`src/design/counters_consts.vh`:
```
// Purpose: Constants for the up/down and run-time counter block
// Assumes: 25 MHz system clock
// Notes:   Register offsets are byte addresses on the AXI4-Lite slave
`ifndef COUNTERS_CONSTS_VH
`define COUNTERS_CONSTS_VH

`define CLK_PERIOD_NS      40
`define CLK_FREQ_HZ        25000000
`define SECOND_NS          1000000000
`define CYCLES_PER_SECOND  (`SECOND_NS / `CLK_PERIOD_NS)
`define SECONDS_PER_MINUTE 12'h03C
`define MINUTES_PER_HOUR   12'h03C

`define UNIT_SECONDS       2'h0
`define UNIT_MINUTES       2'h1
`define UNIT_HOURS         2'h2

`define OFF_SINGLE_VALUE   4'h0
`define OFF_DUAL_VALUE     4'h4
`define OFF_ELAPSED_VALUE  4'h8
`define OFF_CONTROL        4'hC

`define CTRL_UNIT_LSB      0
`define CTRL_UNIT_MSB      1
`define CTRL_RESET_VALUE   32'h00000000

`define RESP_OKAY          2'h0
`define RESP_SLVERR        2'h2

`endif

```
`src/design/updown_runtime_counters.v`:
```
// Purpose: Single-input and dual-input up/down counters and a run-time accumulator
// Assumes: Control inputs synchronous to aclk; AXI4-Lite register access
// Notes:   Count registers are writable to preset them
//
// The AXI4-Lite register port and the placing of the registers are this design's own decisions.
`timescale 1ns/1ps
`include "counters_consts.vh"

// Overview of operation
// - Single counter counts up on trigger when direction is high.
// - Single counter counts down on trigger when direction is low.
// - Single counter steps once per trigger rising edge only.
// - Writing single counter value register presets the count.
// - Single counter holds a signed 32-bit two's complement value.
// - Single counter reset input high clears count to zero.
// - Dual counter increments on each up input rising edge, unless down rises in the same cycle.
// - Dual counter decrements on each down input rising edge, unless up rises in the same cycle.
// - Writing dual counter value register presets the count.
// - Dual counter value output is 32 bits wide.
// - Dual counter reset input high clears count to zero.
// - Accumulator counts units of time while activation is high.
// - Accumulator holds total while inactive and resumes from it.
// - Accumulator clears on rising edge of its reset input.
module updown_runtime_counters #(
	parameter [31:0] CYCLES_PER_SECOND = `CYCLES_PER_SECOND
) (
	input  wire        aclk,
	input  wire        aresetn,
	input  wire        single_trigger,
	input  wire        single_direction,
	input  wire        single_reset,
	input  wire        dual_up,
	input  wire        dual_down,
	input  wire        dual_reset,
	input  wire        elapsed_activate,
	input  wire        elapsed_reset,
	output reg  [31:0] single_counter_value,
	output reg  [31:0] dual_counter_value,
	output reg  [31:0] elapsed_time_value,
	input  wire [3:0]  s_axi_awaddr,
	input  wire [2:0]  s_axi_awprot,
	input  wire        s_axi_awvalid,
	output reg         s_axi_awready,
	input  wire [31:0] s_axi_wdata,
	input  wire [3:0]  s_axi_wstrb,
	input  wire        s_axi_wvalid,
	output reg         s_axi_wready,
	output reg  [1:0]  s_axi_bresp,
	output reg         s_axi_bvalid,
	input  wire        s_axi_bready,
	input  wire [3:0]  s_axi_araddr,
	input  wire [2:0]  s_axi_arprot,
	input  wire        s_axi_arvalid,
	output reg         s_axi_arready,
	output reg  [31:0] s_axi_rdata,
	output reg  [1:0]  s_axi_rresp,
	output reg         s_axi_rvalid,
	input  wire        s_axi_rready
);

	// ****************************************
	// Functions
	// ****************************************
	function [31:0] merge_bytes;
		input [31:0] old_value;
		input [31:0] new_value;
		input [3:0]  strobe;
		integer i;
		begin
			merge_bytes = old_value;
			for (i = 0; i < 4; i = i + 1) begin
				if (strobe[i]) begin
					merge_bytes[i*8 +: 8] = new_value[i*8 +: 8];
				end
			end
		end
	endfunction

	function [31:0] step;
		input [31:0] value;
		input        up;
		begin
			step = up ? value + 32'h00000001 : value - 32'h00000001;
		end
	endfunction

	function [3:0] reg_select;
		input [3:0] addr;
		begin
			case (addr)
				`OFF_SINGLE_VALUE:  reg_select = 4'h1;
				`OFF_DUAL_VALUE:    reg_select = 4'h2;
				`OFF_ELAPSED_VALUE: reg_select = 4'h4;
				`OFF_CONTROL:       reg_select = 4'h8;
				default:            reg_select = 4'h0;
			endcase
		end
	endfunction

	function [1:0] access_resp;
		input [3:0] addr;
		begin
			if (reg_select(addr) == 4'h0) begin
				access_resp = `RESP_SLVERR;
			end else begin
				access_resp = `RESP_OKAY;
			end
		end
	endfunction

	// ****************************************
	// Edge detection and time base
	// ****************************************
	wire       trigger_rise;
	wire       up_rise;
	wire       down_rise;
	wire       elapsed_reset_rise;
	wire       unit_done;
	reg  [1:0] control_unit;

	edge_detect u_trigger_edge (
		.aclk    (aclk),
		.aresetn (aresetn),
		.level   (single_trigger),
		.rise    (trigger_rise)
	);

	edge_detect u_up_edge (
		.aclk    (aclk),
		.aresetn (aresetn),
		.level   (dual_up),
		.rise    (up_rise)
	);

	edge_detect u_down_edge (
		.aclk    (aclk),
		.aresetn (aresetn),
		.level   (dual_down),
		.rise    (down_rise)
	);

	edge_detect u_elapsed_reset_edge (
		.aclk    (aclk),
		.aresetn (aresetn),
		.level   (elapsed_reset),
		.rise    (elapsed_reset_rise)
	);

	unit_tick #(
		.CYCLES_PER_SECOND (CYCLES_PER_SECOND)
	) u_unit_tick (
		.aclk    (aclk),
		.aresetn (aresetn),
		.clear   (elapsed_reset_rise),
		.run     (elapsed_activate),
		.unit    (control_unit),
		.tick    (unit_done)
	);

	// ****************************************
	// AXI4-Lite write channel
	// ****************************************
	reg        aw_held;
	reg        w_held;
	reg [3:0]  aw_addr;
	reg [31:0] w_data;
	reg [3:0]  w_strb;
	wire       write_go;
	wire [31:0] single_merged;
	wire [31:0] dual_merged;
	wire [31:0] elapsed_merged;

	assign write_go = aw_held && w_held && !s_axi_bvalid;

	always @(posedge aclk) begin
		if (!aresetn) begin
			aw_held       <= 1'h0;
			w_held        <= 1'h0;
			aw_addr       <= 4'h0;
			w_data        <= 32'h00000000;
			w_strb        <= 4'h0;
			s_axi_awready <= 1'h0;
			s_axi_wready  <= 1'h0;
			s_axi_bvalid  <= 1'h0;
			s_axi_bresp   <= `RESP_OKAY;
		end else begin
			s_axi_awready <= 1'h0;
			s_axi_wready  <= 1'h0;
			if (s_axi_awvalid && !aw_held && !s_axi_awready) begin
				aw_held       <= 1'h1;
				aw_addr       <= s_axi_awaddr;
				s_axi_awready <= 1'h1;
			end
			if (s_axi_wvalid && !w_held && !s_axi_wready) begin
				w_held       <= 1'h1;
				w_data       <= s_axi_wdata;
				w_strb       <= s_axi_wstrb;
				s_axi_wready <= 1'h1;
			end
			if (write_go) begin
				aw_held      <= 1'h0;
				w_held       <= 1'h0;
				s_axi_bvalid <= 1'h1;
				s_axi_bresp  <= access_resp(aw_addr);
			end else if (s_axi_bvalid && s_axi_bready) begin
				s_axi_bvalid <= 1'h0;
			end
		end
	end

	wire [3:0] wr_select  = reg_select(aw_addr);
	wire       wr_single  = write_go && wr_select[0];
	wire       wr_dual    = write_go && wr_select[1];
	wire       wr_elapsed = write_go && wr_select[2];
	wire       wr_control = write_go && wr_select[3];

	assign single_merged  = merge_bytes(single_counter_value, w_data, w_strb);
	assign dual_merged    = merge_bytes(dual_counter_value, w_data, w_strb);
	assign elapsed_merged = merge_bytes(elapsed_time_value, w_data, w_strb);

	always @(posedge aclk) begin
		if (!aresetn) begin
			control_unit <= `UNIT_SECONDS;
		end else if (wr_control && w_strb[0]) begin
			control_unit <= w_data[`CTRL_UNIT_MSB:`CTRL_UNIT_LSB];
		end
	end

	// ****************************************
	// Single-input counter
	// ****************************************
	always @(posedge aclk) begin
		if (!aresetn) begin
			single_counter_value <= 32'h00000000;
		end else if (single_reset) begin
			single_counter_value <= 32'h00000000;
		end else if (wr_single) begin
			single_counter_value <= single_merged;
		end else if (trigger_rise) begin
			// Two's complement add wraps at the signed range
			single_counter_value <= step(single_counter_value, single_direction);
		end
	end

	// ****************************************
	// Dual-input counter
	// ****************************************
	always @(posedge aclk) begin
		if (!aresetn) begin
			dual_counter_value <= 32'h00000000;
		end else if (dual_reset) begin
			dual_counter_value <= 32'h00000000;
		end else if (wr_dual) begin
			dual_counter_value <= dual_merged;
		end else if (up_rise != down_rise) begin
			dual_counter_value <= step(dual_counter_value, up_rise);
		end
	end

	// ****************************************
	// Run-time accumulator
	// ****************************************
	always @(posedge aclk) begin
		if (!aresetn) begin
			elapsed_time_value <= 32'h00000000;
		end else if (elapsed_reset_rise) begin
			elapsed_time_value <= 32'h00000000;
		end else if (wr_elapsed) begin
			elapsed_time_value <= elapsed_merged;
		end else if (unit_done) begin
			// Tick only runs while active, so total holds otherwise
			elapsed_time_value <= elapsed_time_value + 32'h00000001;
		end
	end

	// ****************************************
	// AXI4-Lite read channel
	// ****************************************
	localparam [2:0] RD_IDLE = 3'h1;
	localparam [2:0] RD_ADDR = 3'h2;
	localparam [2:0] RD_DATA = 3'h4;

	reg  [2:0]  rd_state;
	reg  [2:0]  next_rd_state;
	reg  [31:0] next_rdata;
	reg  [1:0]  next_rresp;
	wire [3:0]  rd_select;

	assign rd_select = reg_select(s_axi_araddr);

	always @* begin
		next_rresp = access_resp(s_axi_araddr);
		case (rd_select)
			4'h1:    next_rdata = single_counter_value;
			4'h2:    next_rdata = dual_counter_value;
			4'h4:    next_rdata = elapsed_time_value;
			4'h8:    next_rdata = {30'h00000000, control_unit};
			default: next_rdata = 32'h00000000;
		endcase
	end

	// Read data is offered only after the address handshake
	always @* begin
		case (rd_state)
			RD_IDLE: begin
				if (s_axi_arvalid) begin
					next_rd_state = RD_ADDR;
				end else begin
					next_rd_state = RD_IDLE;
				end
			end
			RD_ADDR: begin
				next_rd_state = RD_DATA;
			end
			RD_DATA: begin
				if (s_axi_rready) begin
					next_rd_state = RD_IDLE;
				end else begin
					next_rd_state = RD_DATA;
				end
			end
			default: begin
				next_rd_state = RD_IDLE;
			end
		endcase
	end

	always @(posedge aclk) begin
		if (!aresetn) begin
			rd_state      <= RD_IDLE;
			s_axi_arready <= 1'h0;
			s_axi_rvalid  <= 1'h0;
			s_axi_rdata   <= 32'h00000000;
			s_axi_rresp   <= `RESP_OKAY;
		end else begin
			rd_state      <= next_rd_state;
			s_axi_arready <= (next_rd_state == RD_ADDR);
			s_axi_rvalid  <= (next_rd_state == RD_DATA);
			if (rd_state == RD_ADDR) begin
				s_axi_rdata <= next_rdata;
				s_axi_rresp <= next_rresp;
			end
		end
	end
endmodule // updown_runtime_counters

```
`src/design/edge_detect.v`:
```
// Purpose: Rising edge detector for a synchronous level input
// Assumes: Input synchronous to aclk
// Notes:   Pulse is one cycle long
`timescale 1ns/1ps
module edge_detect (
	input  wire aclk,
	input  wire aresetn,
	input  wire level,
	output wire rise
);
	reg last;

	always @(posedge aclk) begin
		if (!aresetn) begin
			last <= 1'h0;
		end else begin
			last <= level;
		end
	end

	assign rise = level & ~last;
endmodule // edge_detect

```
`src/design/unit_tick.v`:
```
// Purpose: Prescaler giving one pulse per elapsed time unit
// Assumes: Enabled only while the accumulator is active
// Notes:   Partial progress is kept while disabled
`timescale 1ns/1ps
`include "counters_consts.vh"
module unit_tick #(
	parameter [31:0] CYCLES_PER_SECOND = `CYCLES_PER_SECOND
) (
	input  wire       aclk,
	input  wire       aresetn,
	input  wire       clear,
	input  wire       run,
	input  wire [1:0] unit,
	output wire       tick
);
	reg  [31:0] cycle_count;
	reg  [11:0] second_count;
	wire        second_tick;
	reg  [11:0] unit_seconds;

	always @* begin
		case (unit)
			`UNIT_MINUTES: unit_seconds = `SECONDS_PER_MINUTE;
			`UNIT_HOURS:   unit_seconds = `SECONDS_PER_MINUTE * `MINUTES_PER_HOUR;
			default:       unit_seconds = 12'h001;
		endcase
	end

	assign second_tick = run && (cycle_count == CYCLES_PER_SECOND - 32'h00000001);
	assign tick = second_tick && (second_count == unit_seconds - 12'h001);

	always @(posedge aclk) begin
		if (!aresetn || clear) begin
			cycle_count  <= 32'h00000000;
			second_count <= 12'h000;
		end else if (run) begin
			if (second_tick) begin
				cycle_count <= 32'h00000000;
				if (tick || second_count >= unit_seconds) begin
					second_count <= 12'h000;
				end else begin
					second_count <= second_count + 12'h001;
				end
			end else begin
				cycle_count <= cycle_count + 32'h00000001;
			end
		end
	end
endmodule // unit_tick

```
`config.mk`:
```
export PLATFORM = sky130hd
export DESIGN_NAME = updown_runtime_counters
export DESIGN_NICKNAME = d
export VERILOG_FILES = /design/src/design/updown_runtime_counters.v /design/src/design/edge_detect.v /design/src/design/unit_tick.v
export VERILOG_INCLUDE_DIRS = /design/src /design/src/design
export SDC_FILE = /design/constraint.sdc
export NUM_CORES = 1
export LEC_CHECK = 0
export ABC_AREA = 1
export BUFFER_PORTS_ARGS = -buffer_cell sky130_fd_sc_hd__buf_2
export CORE_UTILIZATION = 60
export DETAILED_ROUTE_END_ITERATION = 10
export PLACE_DENSITY = 0.91
export SLEW_MARGIN = 0
export SYNTH_ARGS = -nofsm -noshare
export SYNTH_HDL_FRONTEND = slang
export SYNTH_HIERARCHICAL = 1
export SYNTH_SLANG_ARGS = --single-unit
```
`constraint.sdc`:
```
create_clock -name aclk -period 5.3 [get_ports aclk]
set_input_delay 0.265 -clock aclk [delete_from_list [all_inputs] [get_ports aclk]]
set_output_delay 0.265 -clock aclk [all_outputs]
set_load 0.03 [all_outputs]
```
After elaboration in Yosys (flattened, before gate mapping):

Index checks and enable logic that the tools add are counted.

* bits in registers: 232
* latch bits: 0
* memory bits (writable): 0
* memory bits (read-only): 0
* input bits: 65
* output and inout port bits: 137
* logic and storage cells: 159
* memories kept: 0

* add/subtract/negate cells: 8
* $mul: 0
* divide/modulo/power cells: 0
* magnitude comparators: 1
* eq/ne operators: 32
* shift operators: 0
* muxes and demuxes: 29
* bitwise operators: 9
* reductions and logical operators: 47

Operators with widths (number)
* 32-bit 2-to-1 mux: 9
* 32-bit by 1-bit adder with 32-bit output, second input constant: 4
* 32-bit one-hot mux with 4 select lines: 1
* 32-bit by 1-bit subtractor with 32-bit output, second input constant: 2
* 32-bit by 25-bit == test with 1-bit output, second input constant: 1
* 8-bit 2-to-1 mux: 4
* 4-bit one-hot mux with 4 select lines: 2
* 2-bit AND reduction: 13
* 2-bit inequality test, second input constant: 12
* 12-bit one-hot mux with 2 select lines: 1
* 4-bit == test, second input constant: 5
* 4-bit zero test: 4
* 1-bit logical AND: 14
* 12-bit by 1-bit adder with 12-bit output, second input constant: 1
* 12-bit == test: 1
* 4-bit by 3-bit == test with 1-bit output, second input constant: 3
* 12-bit >= comparator: 1
* 12-bit 2-to-1 mux: 1
* 12-bit by 1-bit subtractor with 12-bit output, second input constant: 1
* 3-bit one-hot mux with 3 select lines: 1
* 4-bit 2-to-1 mux: 2
* 2-bit nonzero test: 4
* 2-bit OR reduction: 4
* 3-bit by 2-bit == test with 1-bit output, second input constant: 2
* 14 further kinds: 33

Longest topological paths before layout:

Gate-level depths: netlist of the first run.

* word-level depth: 7
* mapped depth: 18
* depth with buffers taken out: 18

Modules after synthesis:

Netlist of the first run, hierarchy kept.

Modules (own cells, without submodules)
* updown_runtime_counters: instances 1, cells each 2230, area each 13222.7 um^2, sequential area each 3643.5 um^2
* unit_tick: instances 1, cells each 462, area each 2956.6 um^2, sequential area each 880.8 um^2
* edge_detect: instances 4, cells each 5, area each 37.5 um^2, sequential area each 20.0 um^2

Worst setup path before layout of the first run:

OpenSTA, ideal clock, no wires.

* path kind: reg-to-reg
* from: register control_unit[0]
* to: register elapsed_time_value[23]
* arrival: 2.312 ns
* required time: 5.230 ns
* path slack: 2.917 ns
* stages on the path, launching flop included: 13
* clock period less this slack: 2.383 ns
* path through: dfxtp_1 > inv_1 > ha_1 > ha_1 > nor2_1 > nand4_1 > nor4b_1 > nand2_1 > buf_2 > nand2_1 > buf_2 > o211ai_1 > a21oi_1

* word-level cells in the longest chain between the ends: 7

Ends and longest elaborated chain
* start, declared: RTL line updown_runtime_counters.v:119 `reg [1:0] control_unit;`
* start signal, assigned: RTL line updown_runtime_counters.v:223 `` control_unit <= `UNIT_SECONDS; ``
* start signal, assigned: RTL line updown_runtime_counters.v:225 `` control_unit <= w_data[`CTRL_UNIT_MSB:`CTRL_UNIT_LSB]; ``
* 2-bit == test / 2-bit by 1-bit == test with 1-bit output (equally long branches): RTL line unit_tick.v:22 `case (unit)`
* 12-bit one-hot mux with 2 select lines (*): RTL line unit_tick.v:22
* 12-bit by 1-bit subtractor with 12-bit output (*): RTL line unit_tick.v:30 `assign tick = second_tick && (second_count == unit_seconds - 12'h001);`
* 12-bit == test (*): RTL line unit_tick.v:30
* 1-bit logical AND (*): RTL line unit_tick.v:30
* net unit_done: RTL line updown_runtime_counters.v:118 `wire unit_done;`
* 2-bit nonzero test (no source line) (*)
* 2-bit AND reduction (no source line) (*)
* end signal, assigned: RTL line updown_runtime_counters.v:269 `elapsed_time_value <= elapsed_merged;`
* end signal, assigned: RTL line updown_runtime_counters.v:272 `elapsed_time_value <= elapsed_time_value + 32'h00000001;`
* end, declared: RTL line updown_runtime_counters.v:39 `output reg [31:0] elapsed_time_value,`

The timed path passes the listed nets; every way through them passes the cells marked *.
A chain may end at the register's enable or synchronous reset.

Final worst setup path of the first run:

* from: register control_unit[0]
* to: register elapsed_time_value[2]

Same word-level chain as after synthesis.

==> summary.md, run 1 <==
• 0.06 ns — clock slew at reported path FFs
• 0.53 ns — clock network latency to the later pin of the worst-skew pair
• 37.8% — overall global routing resource usage
• 68.4% — share of the core filled with cells
• 54400 µm — Final Routed Wirelength
• nand2_1, inv_1, a21oi_1 — leading post-synthesis cells by instance count
• 16 — peak fanout along the critical path
• 16.8 µm — Routed wire per std cell
• 5.74 — average vias per placed instance
• 0.997 — RD Place Congestion
• 254 nW/µm² — power density over the cells
• 4.15 ns — worst path arrival time
• compound AO/OA/AOI/OAI gates — critical path's top delay family
• 1 — WP buf/inv
• 25 — number of buffers created by CTS
• 5.74 ns — required time worst endpoint
• 1.05 ns — Tightest Pin Transition
• 0 — number of flops mapped to enable cells by yosys
• 0% — share of synthesized flip-flops with an asynchronous set or reset
• 29.7% — Max transition margin
• 3014 — Total Nets Final
• 0.75 ns — worst stage delay on the critical path
• in -> reg — class of the tightest hold or removal check
• 167 µm — floorplan die height
• 1.87 ns — Post-Place Setup Slack
• no — RSZ-0062 raised after global routing
• built — CTS tree
• 0 — Antenna Diode Count
• ha_1 — cell occurring most often along the worst timing path
• o21ai_1 — worst-path cell with the longest stage delay
• 16300 — via count of the first global-routing pass
• 51 — Netlist cell types
• design-rule violations — violated checks
• 60 — number of cell rows
• 3 — number of buffers on the longest clock path
• 230 — clock sink count
• clkbuf_16 — clock tree root buffer cell
• dfxtp_1 — leading register cell type out of synthesis
• 1 — Clock H-tree levels
• 0 — Overflow after GRT
• reg -> reg — type of the worst setup path
• 10 — first drt pass iteration count
• flop — CP startpoint kind
• 270 MHz — max frequency
• 2712 — Post-Synthesis Cells
• 1.59 ns — worst setup margin
• 0 — count of instances resized after the clock tree is built
• nand2_1 — cell with the most instances after synthesis
• 2466 — fill cell total of the finished layout
• 0 — count of antenna-violating nets left after detailed routing
• 3.71 ns — final worst path period need
• 10.7% — fraction of layout cells with a size suffix above 1
• 70.0% — share of the clock period used by the worst path
• finished, violations left — run status
• 18500 — total via count in the routed design
• 0 — number of antenna violations at the first check in global routing
• 26800 µm² — Core Region
• 0 — count of final max-slew check failures
• 1 — post-route DRC violation count
• inv_1, ha_1, ha_1, nor2_1, nand4_1, nor4b_1, nand2_1, o21ai_1, o21ai_0, a31oi_1 — worst path cell trace
• 84300 µm — wire length of the first global-routing pass
• 0.0172 ns — worst setup skew after layout
• 0 — max-cap violation count
• 60.9% — initial cell density of the core
• 230 — synthesized flop and latch total
• 16300 µm² — synthesized area
• 12.2% — Area Overhead vs Synth
• dfxtp_1 — biggest area consumer among synthesized cells
• 9.04 nW — leakage power summed over all cells
• 2128 — count of routing violations after the opening detailed-route iteration
• dfxtp_1, nand2_1, inv_1, a21oi_1, ha_1 — ranking of synthesized cells by area
• 28.2% — area share of the leading cell type in the synthesized netlist
• flop — Setup crit end kind
• 6.02 µm² — Synth Area per Inst
• 27900 µm² — overall die area
• 0.186 mV — worst vdd ir
• 193 — number of buffers added on ports
• 167 µm — horizontal extent of the die
• 0 — number of hold violations in the final report
• 0 ns — sum of negative setup slack
• 0 — number of failing setup endpoints in the final timing report
• 6 — number of warning messages in the yosys log
• 65 — largest net degree at the start of global routing
• 42600 µm — post-detailed-placement half-perimeter wirelength
• 28.2% — sequential share of the synthesized area
• 202 — I/O Pins
worst reg2reg max path, cell delays in order, from the launching register on:
cell	delay [ns]
dfxtp_1	0.41
inv_1	0.09
ha_1	0.38
ha_1	0.33
nor2_1	0.15
nand4_1	0.11
nor4b_1	0.47
nand2_1	0.48
o21ai_1	0.75
o21ai_0	0.23
a31oi_1	0.23
per-layer routing:
| layer | up-vias | track usage (%) | wire length, µm |
|---|---|---|---|
| li1 | 8982 | - | - |
| met2 | 1039 | 60.7 | 23700 |
| met1 | 8391 | 52.7 | 22700 |
| met5 | - | 0 | 0 |
| met4 | 0 | 14.6 | 2110 |
| met3 | 114 | 3.11 | 5900 |
path summary, 6_finish.rpt:
| check | end | depth (start not counted) | slack, ns | start |
|---|---|---|---|---|
| worst max-delay path | elapsed_time_value[2] | 10 | 1.59 | control_unit[0] |
| worst min-delay path | w_data[24] | 3 | 0.04 | s_axi_wdata[24] |
| worst max register to register | elapsed_time_value[2] | 10 | 1.59 | control_unit[0] |
| worst min register to register | s_axi_rdata[25] | 2 | 0.46 | s_axi_rdata[25] |
through the flow:
| step | cells | instance area, µm² | hold slack (ns) | total power [mW] |
|---|---|---|---|---|
| 6_report | 3230 | 18300 | 0.0411 | 4.65 |
| 5_1_grt | 3230 | 18300 | 0.0580 | 4.83 |
| 4_1_cts | 3230 | 18300 | 0.0336 | 4.63 |
| 3_5_place_dp | 3181 | 17400 | 0.452 | 2.82 |
| 3_3_place_gp | 3181 | 17400 | 0.441 | 2.80 |
| 2_1_floorplan | 2713 | 16300 | 0.358 | 2.56 |
placed cells by master (no fill, tap or decap), types with 11 or more instances in the layout:
master / instances
nand2_1: 894
inv_1: 392
a21oi_1: 261
dfxtp_1: 230
nor2_1: 204
buf_2: 193
nand3_1: 171
o21ai_0: 149
ha_1: 75
xor2_1: 44
nor3_1: 31
nand4_1: 25
clkbuf_16: 25
o211ai_1: 18
o22ai_1: 17
nor2_2: 13
inv_2: 11
registers in the layout, summed over array words and instances (netlist names), 2 cells and up:
signal	count
w_data	32
w_strb	4
control_unit	2
single_counter_value	32
u_unit_tick/second_count	12
aw_addr	4
rd_state	3
u_unit_tick/cycle_count	32
s_axi_rdata	32
dual_counter_value	32
elapsed_time_value	32
layout make-up:
class	instances	area, µm²	area share [%]
Clock buffer	34	729	3.98
Tap cell	341	427	2.33
Timing Repair Buffer	204	1060	5.79
Sequential cell	230	4600	25.1
Inverter	406	1520	8.32
Clock inverter	10	133	0.724
Multi-Input combinational cell	2005	9840	53.7
logic make-up (layout without fill, tap and decap cells):
group,Yosys count,count (layout),synth area share (%)
compound gates,492,492,16.2
flops,230,230,28.2
xor+xnor,49,49,2.63
fa+ha+maj,77,77,5.99
buf+inv,478,654,11.6
other cells,1,2,0.0230
simple gates,1385,1385,35.4
what timing repair did:
action | CTS | global route
hold buffers | 5 | 0
hold endpoints to repair | 5 | 0
buffers inserted | 0 | 0
power breakdown:
part           internal, mW  switching (mW)
sequential             1.80          0.0762
combinational         0.287           0.662
clock                  1.11           0.724
total                  3.19            1.46
Power figures use the tool's default switching activity.
==> inputs of run 2 (changes only) <==
--- a/config.mk
+++ b/config.mk
@@ -6,11 +6,11 @@
 export SDC_FILE = /design/constraint.sdc
 export NUM_CORES = 1
 export LEC_CHECK = 0
-export ABC_AREA = 1
+export ABC_AREA = 0
 export BUFFER_PORTS_ARGS = -buffer_cell sky130_fd_sc_hd__buf_2
-export CORE_UTILIZATION = 60
+export CORE_UTILIZATION = 58
 export DETAILED_ROUTE_END_ITERATION = 10
-export PLACE_DENSITY = 0.91
+export PLACE_DENSITY = 0.9
 export SLEW_MARGIN = 0
 export SYNTH_ARGS = -nofsm -noshare
 export SYNTH_HDL_FRONTEND = slang
==> constraint.sdc (replaced) <==
create_clock -name aclk -period 3.5 [get_ports aclk]
set_input_delay 0.175 -clock aclk [delete_from_list [all_inputs] [get_ports aclk]]
set_output_delay 0.175 -clock aclk [all_outputs]
set_load 0.03 [all_outputs]
==> summary.md, run 2 <==
• complete, no violations — run status
• 1889 — count of routing violations after the opening detailed-route iteration
• elapsed_time_value[3] — worst reg2reg path endpoint
• in -> reg — class of the tightest hold or removal check
• 202 — I/O Pins
• 11 — peak fanout along the critical path
• dfxtp_1 — biggest area consumer among synthesized cells
• 59.3% — initial cell density of the core
• flop — Setup crit end kind
• dfxtp_1 — most frequent standard cell in the layout excluding fill and tap cells
• 0.0113 ns — worst setup skew after layout
• 298 MHz — max frequency
• 6.60 — average vias per placed instance
• 0.06 ns — clock slew at reported path FFs
• 1721 — Post-Synthesis Cells
• 0 — Overflow after GRT
• 0 — post-route DRC violation count
• 23500 µm² — Core Region
• 15.6% — fraction of layout cells with a size suffix above 1
• dfxtp_1 — leading register cell type out of synthesis
• 3 — number of buffers on the longest clock path
• 1.03 ns — Tightest Pin Transition
• 0.14 ns — Reg2Reg Setup Slack
• 41.3% — sequential group share of total power
• 34500 µm — post-detailed-placement half-perimeter wirelength
• s_axi_rready — hold_sp
• 13900 µm² — synthesized area
• dfxtp_1 — worst-path cell with the longest stage delay
• 230 — clock sink count
• 18.6% — share of power burned in combinational logic
• 157 µm — floorplan die height
• inv_1, ha_1, ha_1, nor4_1, nand4_1, nor4_2, buf_4, nand2_1, buf_4, nand2b_1, o21ai_0, a21oi_1, nor2_1 — worst path cell trace
• 14900 — total via count in the routed design
• 6.93 mW — Overall Power
• 18.3% — Area Overhead vs Synth
• 6.91 nW — leakage power summed over all cells
• 3 — WP buf/inv
• reg -> reg — type of the worst setup path
• 0.145 ns — worst setup margin
• simple AND/OR/NAND/NOR gates — critical path's top delay family
• 4 — cell count of the worst hold path
• 95.9% — share of the clock period used by the worst path
• 193 — number of buffers added on ports
• 0 — setup bufs post-CTS
• 421 nW/µm² — power density over the cells
• dfxtp_1, nand2_1, nor2_1 — leading post-synthesis cells by instance count
• 0.53 ns — clock network latency to the later pin of the worst-skew pair
• 85 — Netlist cell types
• 40.1% — proportion of power drawn by the clock network
• dfxtp_1, ha_1, nand2_1, a21oi_1, nor2_1 — ranking of synthesized cells by area
• 157 µm — horizontal extent of the die
• 6 — number of warning messages in the yosys log
• 14000 — via count of the first global-routing pass
• 3.36 ns — final worst path period need
• 48500 µm — Final Routed Wirelength
• 24 — number of buffers created by CTS
• dfxtp_1 — cell with the most instances after synthesis
• 0% — share of synthesized flip-flops with an asynchronous set or reset
• 0 — count of antenna-violating nets left after detailed routing
• 4.87 mW — Internal Dissipation
• 3.88 ns — required time worst endpoint
• 31.3% — Max transition margin
• 2.06 mW — switching pwr
• 230 — synthesized flop and latch total
• 0 — number of hold violations in the final report
• 0.948 — RD Place Congestion
• built — CTS tree
• 13 — count of cells along the worst register-to-register path
• 0 — number of failing setup endpoints in the final timing report
• 9 — first drt pass iteration count
• 1 — Clock H-tree levels
• 21.4 µm — Routed wire per std cell
• 2068 — Total Nets Final
• 8.08 µm² — Synth Area per Inst
• 0 — count of final max-slew check failures
• 33.1% — sequential share of the synthesized area
• 3.74 ns — worst path arrival time
• 74600 µm — wire length of the first global-routing pass
• 1 — number of antenna violations at the first check in global routing
• 0 — number of flops mapped to enable cells by yosys
• 70.1% — share of the core filled with cells
• 1865 — fill cell total of the finished layout
• 0.45 ns — worst stage delay on the critical path
• 56 — number of cell rows
• 33.1% — area share of the leading cell type in the synthesized netlist
• rd_state[2] — hold path endpoint
• 0.151 ns — Post-Place Setup Slack
• clkbuf_16 — clock tree root buffer cell
• control_unit[0] — Critical R2R Launch
• 0 ns — sum of negative setup slack
• 24600 µm² — overall die area
• 29.8% — switching fraction of total power
• 52 — largest net degree at the start of global routing
• 0 — max-cap violation count
• no — RSZ-0062 raised after global routing
• 38.7% — overall global routing resource usage
• flop — CP startpoint kind
• dfxtp_1, nand2_1, buf_2, nor2_1, a21oi_1 — commonest non-fill, non-tap cells in the layout
• 0.319 mV — worst vdd ir
run 2: area by class of cell:
cell class	instances	area (µm²)	area share, %
Antenna cell	1	2.50	0.0152
Sequential cell	230	4600	28.0
Multi-Input combinational cell	1363	8800	53.4
Tap cell	319	399	2.42
Clock buffer	31	678	4.12
Timing Repair Buffer	274	1690	10.3
Inverter	33	124	0.752
Clock inverter	12	165	1.00
run 2: what timing repair did:
action | 4_1_cts | 5_1_grt
resized for setup | 0 | 4
hold endpoints to repair | 49 | 0
hold buffers | 48 | 0
endpoints found under the setup margin | 0 | 9
run 2: worst max-delay path by stage:
stage	startpoint	endpoint	slack, ns	depth (start not counted)
after floorplan	u_up_edge/last	dual_counter_value[30]	0.40	13
after global placement	single_direction	single_counter_value[24]	0.30	12
after detailed placement	control_unit[0]	elapsed_time_value[24]	0.15	12
after CTS	control_unit[0]	elapsed_time_value[24]	0.12	12
after global routing	control_unit[0]	elapsed_time_value[3]	0.02	13
final	control_unit[0]	elapsed_time_value[3]	0.14	13
run 2: cells by family (layout without fill, tap and decap cells):
kind of cell             Yosys count  count (layout)  synth area share [%]
AND/OR/NAND/NOR                  654             654                  23.7
AO/OA/AOI/OAI                    525             525                  25.4
flip-flops                       230             230                  33.1
buffers and inverters            129             350                  3.95
XOR/XNOR                          91              91                  5.73
adder cells (fa/ha/maj)           77              77                  7.03
multiplexers                      14              14                  1.01
other                              1               3                0.0270
run 2: metal layers:
metal	up-vias	wire length (µm)	GRT usage [%]	part of all wire [%]
li1	6773	-	-	-
met1	7001	18700	49.0	38
met2	965	21700	61.9	45
met3	190	5980	9.25	12
met4	0	2140	17.5	4.4
met5	-	0	0	0
run 2: metrics by stage:
stage / hold WS [ns] / area [µm²] / std cells
detailed placement: 0.400 / 15100 / 2171
global route: 0.109 / 16500 / 2263
finish: 0.102 / 16500 / 2263
global placement: 0.395 / 15100 / 2171
CTS: 0.0365 / 16400 / 2262
floorplan: 0.297 / 13900 / 1722
run 2: worst register-to-register path: cells and delay by family, from the launching register on:
kind | cells | cell delay (ns)
flops | 1 | 0.45
compound gates | 2 | 0.34
simple gates | 6 | 1.18
fa+ha+maj | 2 | 0.69
buf+inv | 3 | 0.56
run 2: power by group through the flow:
stage          Sequential (mW)  Clock [mW]  Combinational, mW
2_1_floorplan             2.93           0              0.808
3_3_place_gp              2.90           0               1.19
3_5_place_dp              2.90           0               1.21
4_1_cts                   2.85        2.77               1.26
5_1_grt                   2.86        2.89               1.40
6_report                  2.86        2.78               1.29
